<file path="src/pkg/rre_pkg.sv">
// shared constants and types for the rotate and return execution unit
package rre_pkg;

  localparam int DATA_W = 8;
  localparam int PC_W = 12;
  localparam int STACK_DEPTH = 6;
  localparam int SP_W = 3;

  // values after reset, and the stack-full level
  localparam logic [7:0] ACC_RST = 8'h00;
  localparam logic CARRY_RST = 1'b0;
  localparam logic IRQ_GATE_RST = 1'b0;
  localparam logic [11:0] PC_RST = 12'h000;
  localparam logic [2:0] SP_RST = 3'h0;
  localparam logic [2:0] SP_FULL = 3'h6;

  // field positions in the rotate result
  localparam int ROT_CARRY_BIT = 8;
  localparam int MSB = 7;
  localparam int LSB = 0;

  // instruction codes handed to the unit
  typedef enum logic [3:0] {
    OP_NONE = 4'h0,
    OP_RET_IMM = 4'h1,
    OP_IRQ_RET = 4'h2,
    OP_ROL_MEM = 4'h3,
    OP_ROL_A = 4'h4,
    OP_ROLC_MEM = 4'h5,
    OP_ROLC_A = 4'h6,
    OP_ROR_MEM = 4'h7,
    OP_ROR_A = 4'h8,
    OP_RORC_MEM = 4'h9,
    OP_RORC_A = 4'ha
  } rre_op_e;

  // one-hot sequencer states
  typedef enum logic [3:0] {
    ST_IDLE = 4'b0001,
    ST_EXEC = 4'b0010,
    ST_RET = 4'b0100,
    ST_IRQ = 4'b1000
  } rre_state_e;

  typedef struct packed {
    rre_state_e st;
    rre_op_e op;
    logic [7:0] imm;
    logic [7:0] acc;
    logic carry;
    logic irq_gate;
    logic [11:0] pc;
    logic [2:0] sp;
    logic [5:0][11:0] stk;
    logic [7:0] mem_addr;
    logic [7:0] mem_wdata;
    logic mem_we;
    logic irq_ack;
    logic done;
  } rre_state_s;

endpackage : rre_pkg

</file>
<file path="src/design/rre_exec.sv">
// rotate, return-with-immediate and interrupt-return execution unit
//
// Function
// - A return with immediate pops the stack into the pc, loads the immediate into work_register_a and touches no flag.
// - An interrupt return pops the stack into the pc and sets global_irq_gate to one, touching no flag.
// - If an interrupt is pending at an interrupt return, it is serviced before the main program resumes.
// - Rotate-left to memory moves every bit up one place, bit 7 into bit 0, writes memory and keeps flags.
// - Rotate-left to work_register_a does the same rotation into work_register_a and leaves memory alone.
// - Rotate-left through carry to memory puts old bit 7 in carry and old carry in bit 0, writing memory.
// - Rotate-left through carry to work_register_a does the same into work_register_a, memory unchanged.
// - Rotate-right to memory moves every bit down one place, bit 0 into bit 7, writes memory and keeps flags.
// - Rotate-right to work_register_a does the same rotation without carry into work_register_a.
// - Rotate-right through carry to memory puts old bit 0 in carry and old carry in bit 7, writing memory.
// - Rotate-right through carry to work_register_a does the same into work_register_a, memory unchanged.
`timescale 1ns/1ps

module rre_exec (
  // clock and reset
  input wire logic ref_clk,
  input wire logic rst_b,
  // instruction handshake
  input wire logic instr_valid,
  output logic instr_ready,
  input wire rre_pkg::rre_op_e instr_op,
  input wire logic [7:0] instr_addr,
  input wire logic [7:0] instr_imm,
  output logic instr_done,
  // return stack push from call logic
  input wire logic push_valid,
  input wire logic [11:0] push_pc,
  // data memory
  output logic [7:0] mem_addr,
  input wire logic [7:0] mem_rd_data,
  output logic mem_we,
  output logic [7:0] mem_wdata,
  // interrupt controller side
  input wire logic irq_pending,
  input wire logic [11:0] irq_vector,
  output logic irq_ack,
  // core state
  output logic [7:0] work_register_a,
  output logic carry_flag,
  output logic global_irq_gate,
  output logic [11:0] pc,
  output logic [2:0] stack_level
);

  rre_pkg::rre_state_s state_r;
  rre_pkg::rre_state_s state_nxt;

  // rotate core: returns {carry_out, byte}
  function automatic logic [8:0] rre_rotate(
    input rre_pkg::rre_op_e op,
    input logic [7:0] d,
    input logic c
  );
    logic [8:0] r;
    r = {c, d};
    case (op)
      rre_pkg::OP_ROL_MEM,
      rre_pkg::OP_ROL_A: begin
        r = {c, d[6:0], d[rre_pkg::MSB]};
      end
      rre_pkg::OP_ROLC_MEM,
      rre_pkg::OP_ROLC_A: begin
        r = {d[rre_pkg::MSB], d[6:0], c};
      end
      rre_pkg::OP_ROR_MEM,
      rre_pkg::OP_ROR_A: begin
        r = {c, d[rre_pkg::LSB], d[7:1]};
      end
      rre_pkg::OP_RORC_MEM,
      rre_pkg::OP_RORC_A: begin
        r = {d[rre_pkg::LSB], c, d[7:1]};
      end
      default: begin
        r = {c, d};
      end
    endcase
    return r;
  endfunction : rre_rotate

  // destination decode: work_register_a or memory
  function automatic logic rre_to_acc(input rre_pkg::rre_op_e op);
    logic a;
    case (op)
      rre_pkg::OP_ROL_A,
      rre_pkg::OP_ROLC_A,
      rre_pkg::OP_ROR_A,
      rre_pkg::OP_RORC_A: a = 1'b1;
      default: a = 1'b0;
    endcase
    return a;
  endfunction : rre_to_acc

  // which ops change carry
  function automatic logic rre_thru_carry(input rre_pkg::rre_op_e op);
    logic t;
    case (op)
      rre_pkg::OP_ROLC_MEM,
      rre_pkg::OP_ROLC_A,
      rre_pkg::OP_RORC_MEM,
      rre_pkg::OP_RORC_A: t = 1'b1;
      default: t = 1'b0;
    endcase
    return t;
  endfunction : rre_thru_carry

  // return-type ops
  function automatic logic rre_is_ret(input rre_pkg::rre_op_e op);
    return (op == rre_pkg::OP_RET_IMM) || (op == rre_pkg::OP_IRQ_RET);
  endfunction : rre_is_ret

  always_comb begin
    logic [8:0] rot;
    logic [2:0] sp_dec;
    rot = 9'h000;
    sp_dec = 3'h0;
    state_nxt = state_r;
    state_nxt.mem_we = 1'b0;
    state_nxt.irq_ack = 1'b0;
    state_nxt.done = 1'b0;
    rot = rre_rotate(state_r.op, mem_rd_data, state_r.carry);
    sp_dec = (state_r.sp == rre_pkg::SP_RST) ? rre_pkg::SP_RST : state_r.sp - 3'h1;
    case (state_r.st)
      rre_pkg::ST_IDLE: begin
        if (instr_valid) begin
          state_nxt.op = instr_op;
          state_nxt.imm = instr_imm;
          state_nxt.mem_addr = instr_addr;
          if (rre_is_ret(instr_op)) begin
            state_nxt.st = rre_pkg::ST_RET;
          end else if (instr_op != rre_pkg::OP_NONE) begin
            state_nxt.st = rre_pkg::ST_EXEC;
          end else begin
            state_nxt.done = 1'b1;
          end
        end else if (push_valid && state_r.sp != rre_pkg::SP_FULL) begin
          state_nxt.stk[state_r.sp] = push_pc;
          state_nxt.sp = state_r.sp + 3'h1;
        end
      end
      rre_pkg::ST_EXEC: begin
        // memory byte has arrived; commit destination and carry together
        if (rre_to_acc(state_r.op)) begin
          state_nxt.acc = rot[7:0];
        end else begin
          state_nxt.mem_we = 1'b1;
          state_nxt.mem_wdata = rot[7:0];
        end
        if (rre_thru_carry(state_r.op)) begin
          state_nxt.carry = rot[rre_pkg::ROT_CARRY_BIT];
        end
        state_nxt.done = 1'b1;
        state_nxt.st = rre_pkg::ST_IDLE;
      end
      rre_pkg::ST_RET: begin
        // pop; an empty stack yields its bottom entry
        state_nxt.pc = state_r.stk[sp_dec];
        state_nxt.sp = sp_dec;
        if (state_r.op == rre_pkg::OP_RET_IMM) begin
          state_nxt.acc = state_r.imm;
          state_nxt.done = 1'b1;
          state_nxt.st = rre_pkg::ST_IDLE;
        end else begin
          state_nxt.irq_gate = 1'b1;
          if (irq_pending) begin
            state_nxt.st = rre_pkg::ST_IRQ;
          end else begin
            state_nxt.done = 1'b1;
            state_nxt.st = rre_pkg::ST_IDLE;
          end
        end
      end
      rre_pkg::ST_IRQ: begin
        // enter the pending handler; the restored pc is the return point
        if (state_r.sp != rre_pkg::SP_FULL) begin
          state_nxt.stk[state_r.sp] = state_r.pc;
          state_nxt.sp = state_r.sp + 3'h1;
        end
        state_nxt.pc = irq_vector;
        state_nxt.irq_gate = 1'b0;
        state_nxt.irq_ack = 1'b1;
        state_nxt.done = 1'b1;
        state_nxt.st = rre_pkg::ST_IDLE;
      end
      default: begin
        state_nxt.st = rre_pkg::ST_IDLE;
      end
    endcase
  end

  always_ff @(posedge ref_clk) begin
    if (!rst_b) begin
      state_r.st <= rre_pkg::ST_IDLE;
      state_r.op <= rre_pkg::OP_NONE;
      state_r.imm <= rre_pkg::ACC_RST;
      state_r.acc <= rre_pkg::ACC_RST;
      state_r.carry <= rre_pkg::CARRY_RST;
      state_r.irq_gate <= rre_pkg::IRQ_GATE_RST;
      state_r.pc <= rre_pkg::PC_RST;
      state_r.sp <= rre_pkg::SP_RST;
      state_r.stk <= '0;
      state_r.mem_addr <= rre_pkg::ACC_RST;
      state_r.mem_wdata <= rre_pkg::ACC_RST;
      state_r.mem_we <= 1'b0;
      state_r.irq_ack <= 1'b0;
      state_r.done <= 1'b0;
    end else begin
      state_r <= state_nxt;
    end
  end

  assign instr_ready = (state_r.st == rre_pkg::ST_IDLE);
  assign instr_done = state_r.done;
  assign mem_addr = state_r.mem_addr;
  assign mem_we = state_r.mem_we;
  assign mem_wdata = state_r.mem_wdata;
  assign irq_ack = state_r.irq_ack;
  assign work_register_a = state_r.acc;
  assign carry_flag = state_r.carry;
  assign global_irq_gate = state_r.irq_gate;
  assign pc = state_r.pc;
  assign stack_level = state_r.sp;

endmodule : rre_exec

</file>
<file path="config.mk">
export PLATFORM = sky130hd
export DESIGN_NAME = rre_exec
export DESIGN_NICKNAME = d
export VERILOG_FILES = /design/src/pkg/rre_pkg.sv /design/src/design/rre_exec.sv
export SDC_FILE = /design/constraint.sdc
export NUM_CORES = 1
export LEC_CHECK = 0
export BUFFER_PORTS_ARGS = -buffer_cell sky130_fd_sc_hd__buf_2
export CAP_MARGIN = 20
export CORE_MARGIN = 2
export CORE_UTILIZATION = 30
export CTS_CLUSTER_DIAMETER = 200
export CTS_CLUSTER_SIZE = 8
export DETAILED_ROUTE_END_ITERATION = 7
export PLACE_DENSITY = 0.6
export SYNTH_ARGS = -nofsm -noshare
export SYNTH_HDL_FRONTEND = slang
export SYNTH_SLANG_ARGS = --single-unit
</file>
<file path="constraint.sdc">
create_clock -name ref_clk -period 3.2 [get_ports ref_clk]
set_input_delay 0.8 -clock ref_clk [delete_from_list [all_inputs] [get_ports ref_clk]]
set_output_delay 0.8 -clock ref_clk [all_outputs]
set_load 0.01 [all_outputs]
</file>
==> results of run 1 <==
==> kinds of logic (layout without fill, tap and decap cells) <==
logic type                 count (synthesis)  after routing
xor gates and xnor gates                   5              5
and+or+nand+nor                          228            228
buffers and inverters                    120            174
DFF                                      132            132
AOI/OAI and AO/OA                        192            192
muxes                                     40             40
adders and majority gates                  5              5
==> Yosys cell counts, types with 7 or more instances <==
master and number:
dfxtp_1 132, nand2_1 119, o211a_1 48, buf_4 45, clkbuf_1 30, o21ai_0 29
nand3_1 28, mux2i_1 27, inv_1 24, nor2_1 24, o21ai_1 24, a21boi_0 22
o221ai_1 20, a21oi_1 18, and3_1 13, buf_2 13, nand2b_1 13, mux4_2 10
o21a_1 7
==> worst max-delay path by stage <==
stage / startpoint / to / slack, ps
6_report: stack_level[0] / pc[11] / 490
5_1_grt: stack_level[0] / pc[1] / 260
4_1_cts: stack_level[0] / pc[11] / 480
3_3_place_gp: stack_level[0] / pc[11] / 540
2_1_floorplan: stack_level[0] / pc[10] / 610
3_5_place_dp: stack_level[0] / pc[11] / 500
==> worst reg2reg max path, stage by stage (launching register included) <==
cell and delay (ps):
dfxtp_1 570, inv_1 250, ha_1 310, mux2i_2 180
buf_4 320, mux4_1 600, inv_1 70, o221ai_1 100
and3_1 220
==> state kept, by name (all words and copies together), names as in the netlist <==
name	cells
carry_flag	1
mem_wdata	8
mem_addr	8
state_r	88
pc	12
global_irq_gate	1
stack_level	3
instr_done	1
mem_we	1
irq_ack	1
work_register_a	8
==> through the flow <==
step	setup slack (ps)	hold WS (ps)	area (um^2)	cells
4_1_cts	483	458	7620	1056
5_1_grt	264	475	7620	1056
2_1_floorplan	610	437	6570	722
3_5_place_dp	498	449	7040	1024
3_3_place_gp	540	447	7040	1024
6_report	487	457	7620	1056
==> cell type report <==
type / count / area (um^2) / area share, %
Sequential cell: 132 / 2640 / 34.7
Clock inverter: 14 / 141 / 1.86
Timing Repair Buffer: 117 / 666 / 8.74
Multi-Input combinational cell: 470 / 3280 / 43.1
Tap cell: 280 / 350 / 4.60
Inverter: 25 / 93.8 / 1.23
Clock buffer: 18 / 439 / 5.77
==> per-layer routing <==
layer  up-vias  part of all wire, %  global-route usage (%)
li1       2629                    -                       -
met1      2453                   45                    17.3
met2       101                   49                    23.7
met3        19                  3.4                    3.22
met4         0                  2.0                    4.94
met5         -                    0                       0
==> power by group through the flow <==
stage          combinational, mW  sequential (mW)  clock, mW
2_1_floorplan              0.289             1.75          0
3_3_place_gp               0.380             1.77          0
3_5_place_dp               0.381             1.77          0
4_1_cts                    0.384             1.73       1.95
5_1_grt                    0.420             1.74       2.01
6_report                   0.379             1.73       1.90
==> impl_metrics.yaml, run 1 <==
setup_path:
  cp_max_fo: 14
  critical_path_required_ps: 3510
  reg2reg_setup_slack_ps: 490
  slowest_delay_ps: 590
  critPathKind: "reg -> reg"
  path_cells: "inv_1 > ha_1 > mux2i_2 > buf_4 > mux4_1 > inv_1 > o221ai_1 > and3_1"
  critPathSlowestCell: "mux4_1"
  cp.depth: 8
  endpoint_kind: "register"
  arrival_ps: 3020
  reg2reg_from: "stack_level[0]"
  regToRegEndpoint: "pc[11]"
  cp_num_buf_inv: 3
  timing.critical_path.mode_cell: "inv_1"
  crit_path_start_kind: "register"
  critPathTopFamily: "multiplexers"
  rr_worst_depth: 8
floorplanning:
  die_y_um: 152
  start_util_pct: 30.3
  core_area_um2: 21700
  fp-row-count: 54
  die_width_um: 152
  dieArea_um2: 23100
  io_pins: 102
power:
  power_mw: 4.01
  powerDensity_nw_per_um2: 527
  p_sw_mw: 1.04
  p_seq_share_pct: 43.2
  p_leak_nw: 3.43
  pwr-share-clk_pct: 47.3
  internal-power_mw: 2.97
  vdd_drop_max_uv: 291
  p_sw_share_pct: 26.0
  p_comb_share_pct: 9.5
sta:
  finalCriticalPeriod_ps: 2710
  slew-limit-headroom_pct: 41.8
  final.setup.tns_ps: 0
  rsz0062_at_grt: "false"
  fmax_mhz: 369
  final-setup-viol-count: 0
  worst_slew_pin_slew_ps: 861
  hold_viol: 0
  fin_crit_sh_pct: 84.8
  slew_violations: 0
  finClkSkew_ps: 7.42
drt:
  wl_mm: 16.0
  ant_nets: 0
  via_per_inst: 4.93
  drtIter0Drc: 362
  wl_per_cell_um: 15.2
  drc: 0
  vias: 5202
  dr.pass1.iters: 4
cts:
  cts_sinks: 132
  cts_max_level: 4
  ctsResizeCount: 0
  numCtsBuffers: 17
  cts_tree: "built"
  clkLatencyLatePin_ps: 420
  cts_root_buf: "clkbuf_16"
  cts.path.max_buffers: 2
  postCtsSetupBuffers: 0
  clkTransAtPathRegs_ps: 60
  holdBufCountCts: 0
min_path:
  min_path_cells: 2
  hp-class: "reg -> reg"
  hp-start: "state_r[86]"
  whs_endpoint: "state_r[86]"
synth:
  synth_compound_area_share_pct: 21.8
  synth-xor-area-share_pct: 0.666
  ys_types: 55
  syn_avg_cell_area_um2: 9.10
  synth_top_family_by_area: "compound AO/OA/AOI/OAI gates"
  synth_ff_type: "dfxtp_1"
  syn_nets: 784
  syn-cell-area_um2: 6570
  ys_warn_count: 0
  synthMuxAreaShare_pct: 8.51
  ys_top_cells_by_area: "dfxtp_1 40%, o211a_1 7.3%, nand2_1 6.8%"
  synth-simple-area-share_pct: 17.9
  syn-instance-count: 722
  ys_async_sr_fraction_pct: 0
  yosysTopAreaCellShare_pct: 40.2
  ys_seq_area_share_pct: 40.2
  ys_ff_latch: 132
  synth_edf_count: 0
  yosys.area.top_type: "dfxtp_1"
  synth_fa_ha_area_share_pct: 0.952
finish:
  fillers: 2196
  drive_above_1_share_pct: 22.2
  syn_to_final_growth_pct: 15.9
  nNetsFinal: 825
  final_cell_mix: "132 x dfxtp_1, 119 x nand2_1, 100 x buf_2"
  final_util_pct: 35.1
  diodes: 0
  final_common_cell: "dfxtp_1"
global_route:
  antenna_found_initial: 0
  grt_overflow_total: 0
  grt_pass1_wl_mm: 25.8
  grt_pass1_vias: 4796
  grt_use_total_pct: 13.9
  grt_max_degree: 74
placed_design:
  io_buffer_count: 101
  detailed_place_hpwl_mm: 10.7
  place.gp.congestion: 0.776
run_status:
  outcome: "completed"
flow_run:
  drv_cap: 0
Power figures use the tool's default switching activity.
==> inputs of run 2 (changes only) <==
--- a/config.mk
+++ b/config.mk
@@ -12,7 +12,7 @@
 export CTS_CLUSTER_DIAMETER = 200
 export CTS_CLUSTER_SIZE = 8
 export DETAILED_ROUTE_END_ITERATION = 7
-export PLACE_DENSITY = 0.6
+export PLACE_DENSITY = 0.61
 export SYNTH_ARGS = -nofsm -noshare
 export SYNTH_HDL_FRONTEND = slang
 export SYNTH_SLANG_ARGS = --single-unit
==> constraint.sdc (replaced) <==
create_clock -name ref_clk -period 2.4 [get_ports ref_clk]
set_input_delay 0.6 -clock ref_clk [delete_from_list [all_inputs] [get_ports ref_clk]]
set_output_delay 0.6 -clock ref_clk [all_outputs]
set_load 0.01 [all_outputs]
==> run 2 against run 1 <==
Sequential share of layout area down 0.91 points; core utilization is 0.95 points higher; clock skew grew 3.3 ps; critical path depth down 6; combinational power is 48% higher; non-clock buffer count is 16 higher; first-iteration DRC count increased by 8.3%; clock power is 34% higher; hold slack worse by 48 ps; power grew 35%; critical path type is now reg -> out; final cell count rose by 1.4%; routed wire length up 3.3%.
==> impl_metrics.yaml, run 2 (synthesized netlist as in run 1, its figures left out) <==
run_status:
  outcome: "completed"
drt:
  drc: 0
  via_per_inst: 4.99
  wl_per_cell_um: 15.5
  wl_mm: 16.6
  vias: 5345
  ant_nets: 0
  dr.pass1.iters: 5
  drtIter0Drc: 392
setup_path:
  path_cells: "nor4b_4 > buf_2"
  critical_path_required_ps: 1800
  slowest_delay_ps: 530
  cp_max_fo: 7
  arrival_ps: 1620
  crit_path_start_kind: "register"
  critPathSlowestCell: "dfxtp_1"
  rr_worst_depth: 8
  reg2reg_from: "stack_level[0]"
  reg2reg_setup_slack_ps: 220
  regToRegEndpoint: "pc[1]"
  endpoint_kind: "output pin"
  critPathTopFamily: "flip-flops"
  critPathKind: "reg -> out"
  cp_num_buf_inv: 1
sta:
  final-setup-viol-count: 0
  worst_slew_pin_slew_ps: 684
  slew-limit-headroom_pct: 54.0
  slew_violations: 0
  fin_crit_sh_pct: 92.6
  final.setup.worst_slack_ps: 178
  finClkSkew_ps: 10.7
  final.setup.tns_ps: 0
  hold_slack_ps: 409
  rsz0062_at_grt: "false"
  hold_viol: 0
  fmax_mhz: 450
  finalCriticalPeriod_ps: 2220
power:
  powerDensity_nw_per_um2: 693
  p_leak_nw: 3.53
  vdd_drop_max_uv: 416
  power_mw: 5.42
floorplanning:
  fp-row-count: 54
  io_pins: 102
  die_y_um: 152
  core_area_um2: 21700
  die_width_um: 152
  dieArea_um2: 23100
  start_util_pct: 30.3
min_path:
  hp-start: "instr_op[3]"
  hp-class: "in -> reg"
  min_path_cells: 2
  whs_endpoint: "state_r[130]"
finish:
  largest_reg_flops: 88
  diodes: 0
  drive_above_1_share_pct: 23.9
  fillers: 2197
  syn_to_final_growth_pct: 19.0
  largest_registers: "state_r x88, pc x12"
  final_cell_mix: "132 x dfxtp_1, 119 x nand2_1, 100 x buf_2"
  nNetsFinal: 841
  final_cell_area_um2: 7820
  layoutNonFillerInstCount: 1071
  regArea_um2: 2640
  final_util_pct: 36.1
  final_common_cell: "dfxtp_1"
  top_register: "state_r"
  multi_input_area_um2: 3300
flow_run:
  drv_cap: 0
cts:
  numCtsBuffers: 17
  cts.path.max_buffers: 2
  holdBufCountCts: 0
  clkTransAtPathRegs_ps: 60
  postCtsSetupBuffers: 0
  clkLatencyLatePin_ps: 420
  cts_max_level: 4
  cts_root_buf: "clkbuf_16"
  cts_sinks: 132
  ctsResizeCount: 0
  cts_tree: "built"
placed_design:
  detailed_place_hpwl_mm: 11.1
  dpl_worst_slack_ps: 223
  placed_cells: 1040
  place.gp.congestion: 0.804
  io_buffer_count: 101
  postPlaceCellArea_um2: 7240
global_route:
  grt_pass1_vias: 5207
  grt_pass1_wl_mm: 27.4
  grt_use_total_pct: 14.7
  grt_overflow_total: 0
  antenna_found_initial: 0
  grt_max_degree: 53
run 2: cell types whose count changed in the layout (fill, tap and decap cells not counted), sizes merged:
cell,delta
inv,-4
clkbuf,-1
clkinv,+2
clkinvlp,+1
bufinv,+1
buf,+16
run 2: layout make-up:
cell class / count / area share, %
well taps: 280 / 4.48
multi-input cells: 470 / 42.1
inverters: 25 / 1.20
flip-flops and latches: 132 / 33.8
clock buffers: 17 / 5.44
repair buffers: 133 / 11.0
clock inverters: 14 / 1.97
run 2: worst max-delay path by stage:
stage                    from     endpoint  slack [ps]  cells after the start
3_3_place_gp   stack_level[2]        pc[0]         260                      8
5_1_grt          state_r[128]  instr_ready          70                      2
3_5_place_dp   stack_level[0]        pc[1]         220                      8
2_1_floorplan  stack_level[1]       pc[10]          40                      9
4_1_cts          state_r[128]  instr_ready         130                      2
6_report         state_r[128]  instr_ready         180                      2
run 2: layer usage:
metal	wire length, um	vias to the layer above	GRT usage (%)
met1	7340	2551	18.2
li1	-	2661	-
met2	8340	119	24.8
met3	677	14	3.76
met4	205	0	4.76
met5	0	-	0
run 2: report_power, final:
| part | total [mW] | switching, mW | internal (mW) |
|---|---|---|---|
| Sequential | 2.30 | 0.0469 | 2.26 |
| Clock | 2.55 | 1.02 | 1.53 |
| Combinational | 0.561 | 0.309 | 0.251 |
run 2: worst register-to-register path: cells and delay by family (launching register included):
kind | cells | cell delay (ps)
flip-flops | 1 | 380
adder cells (fa/ha/maj) | 1 | 220
multiplexers | 2 | 820
buffers and inverters | 3 | 350
AO/OA/AOI/OAI | 1 | 100
AND/OR/NAND/NOR | 1 | 210
==> inputs of run 3 (changes only) <==
==> config.mk (replaced) <==
export PLATFORM = sky130hd
export DESIGN_NAME = rre_exec
export DESIGN_NICKNAME = d
export VERILOG_FILES = /design/src/pkg/rre_pkg.sv /design/src/design/rre_exec.sv
export SDC_FILE = /design/constraint.sdc
export NUM_CORES = 1
export LEC_CHECK = 0
export CAP_MARGIN = 20
export CORE_MARGIN = 8
export CORE_UTILIZATION = 30
export CTS_CLUSTER_DIAMETER = 200
export CTS_CLUSTER_SIZE = 8
export DETAILED_ROUTE_END_ITERATION = 7
export DONT_BUFFER_PORTS = 1
export PLACE_DENSITY = 0.57
export SYNTH_ARGS = -nofsm -noshare
export SYNTH_HDL_FRONTEND = slang
export SYNTH_SLANG_ARGS = --single-unit
==> run 3 against run 2 <==
Sequential power is essentially flat; largest cell class unchanged; cell area shrank 6.5%; critical path type is now reg -> reg; register-to-register slack is essentially flat; largest power group unchanged.
==> impl_metrics.yaml, run 3 (synthesized netlist as in run 1, its figures left out) <==
run_status:
  outcome: "completed"
drt:
  ant_nets: 0
  drc: 0
  via_per_inst: 5.03
  drtIter0Drc: 417
  wl_per_cell_um: 16.8
  vias: 4918
  wl_mm: 16.4
  dr.pass1.iters: 4
setup_path:
  endpoint_kind: "register"
  endpoint: "pc[1]"
  path_cells: "inv_2 > ha_2 > mux2i_4 > buf_4 > mux4_1 > inv_1 > o221ai_1 > and3_1"
  reg2reg_from: "stack_level[0]"
  cp.depth: 8
  critPathTopFamily: "multiplexers"
  arrival_ps: 2490
  rr_worst_depth: 8
  crit_path_start_kind: "register"
  critical_path_required_ps: 2710
  critPathSlowestCell: "mux4_1"
  cp_max_fo: 6
  reg2reg_setup_slack_ps: 220
  critPathKind: "reg -> reg"
  cp_num_buf_inv: 3
  slowest_delay_ps: 550
  regToRegEndpoint: "pc[1]"
  crit_start: "stack_level[0]"
floorplanning:
  die_y_um: 164
  dieArea_um2: 26900
  core_area_um2: 21700
  start_util_pct: 30.3
  io_pins: 102
  fp-row-count: 54
  die_width_um: 164
power:
  powerDensity_nw_per_um2: 712
  p_leak_nw: 3.08
  vdd_drop_max_uv: 471
cts:
  cts.path.max_buffers: 2
  ctsResizeCount: 0
  clkLatencyLatePin_ps: 420
  cts_root_buf: "clkbuf_16"
  cts_max_level: 4
  holdBufCountCts: 0
  numCtsBuffers: 17
  clkTransAtPathRegs_ps: 60
  cts_sinks: 132
  postCtsSetupBuffers: 0
  cts_tree: "built"
sta:
  slew_violations: 0
  final-setup-viol-count: 0
  hold_viol: 0
  finalCriticalPeriod_ps: 2180
  finClkSkew_ps: 9.52
  final.setup.worst_slack_ps: 222
  final.setup.tns_ps: 0
  slew-limit-headroom_pct: 57.5
  fin_crit_sh_pct: 90.7
  fmax_mhz: 459
  rsz0062_at_grt: "false"
  worst_slew_pin_slew_ps: 632
placed_design:
  place.gp.congestion: 0.773
  dpl_worst_slack_ps: 207
  io_buffer_count: 0
  detailed_place_hpwl_mm: 11.2
finish:
  nNetsFinal: 746
  syn_to_final_growth_pct: 11.3
  largest_registers: "state_r x88, pc x12"
  drive_above_1_share_pct: 13.9
  top_register: "state_r"
  final_common_cell: "dfxtp_1"
  final_cell_mix: "132 x dfxtp_1, 119 x nand2_1, 48 x o211a_1"
  largest_reg_flops: 88
  diodes: 0
global_route:
  antenna_found_initial: 1
  grt_max_degree: 147
  grt_use_total_pct: 12.5
  grt_overflow_total: 0
  grt_pass1_wl_mm: 26.1
  grt_pass1_vias: 4619
min_path:
  hp-start: "instr_op[3]"
  hp-class: "in -> reg"
flow_run:
  drv_cap: 0
==> run 3: worst min path at each step <==
stage / slack [ps] / cells after the start / endpoint
final: 260 / 1 / state_r[130]
after floorplan: 440 / 2 / state_r[78]
after global placement: 450 / 2 / state_r[69]
after CTS: 240 / 1 / state_r[128]
after detailed placement: 450 / 2 / state_r[76]
after global routing: 240 / 1 / state_r[130]
==> run 3: where the power goes <==
part	internal, mW	switching [mW]	total [mW]
Sequential	2.25	0.0637	2.32
Clock	1.37	1.09	2.46
Combinational	0.203	0.228	0.432
Total	3.83	1.38	5.21
==> run 3: metrics by stage <==
| step | instance area [um^2] | instances | hold WS (ps) | utilization, % | total power, mW |
|---|---|---|---|---|---|
| after floorplan | 6590 | 722 | 437 | - | 2.72 |
| after detailed placement | 6760 | 945 | 450 | 31.1 | 2.80 |
| final | 7320 | 977 | 256 | 33.7 | 5.21 |
| after global placement | 6760 | 945 | 445 | 31.1 | 2.80 |
| after CTS | 7320 | 977 | 235 | 33.7 | 5.29 |
| after global routing | 7320 | 977 | 236 | 33.7 | 5.43 |
==> run 3: final cells by class <==
cell class,count,area (um^2)
Clock buffer,17,425
Sequential cell,132,2640
Clock inverter,15,135
Fill cell,2198,14400
Timing Repair Buffer,38,360
Multi-Input combinational cell,470,3310
Inverter,25,93.8
Tap cell,280,350
==> run 3: routing by layer <==
layer | vias up | GRT usage, % | wire length (um) | part of all wire [%]
met4 | 2 | 4.50 | 276 | 1.7
met1 | 2327 | 14.3 | 6900 | 42
met5 | - | 0 | 13 | 0.079
met3 | 21 | 4.01 | 990 | 6.0
li1 | 2465 | - | - | -
met2 | 103 | 21.3 | 8210 | 50
==> run 3: worst reg2reg max path, delay by kind of cell (launching register included) <==
kind / cells / cell delay, ps
and+or+nand+nor: 1 / 220
AOI/OAI and AO/OA: 1 / 90
muxes: 2 / 850
adders and majority gates: 1 / 220
DFF: 1 / 340
buffers and inverters: 3 / 350
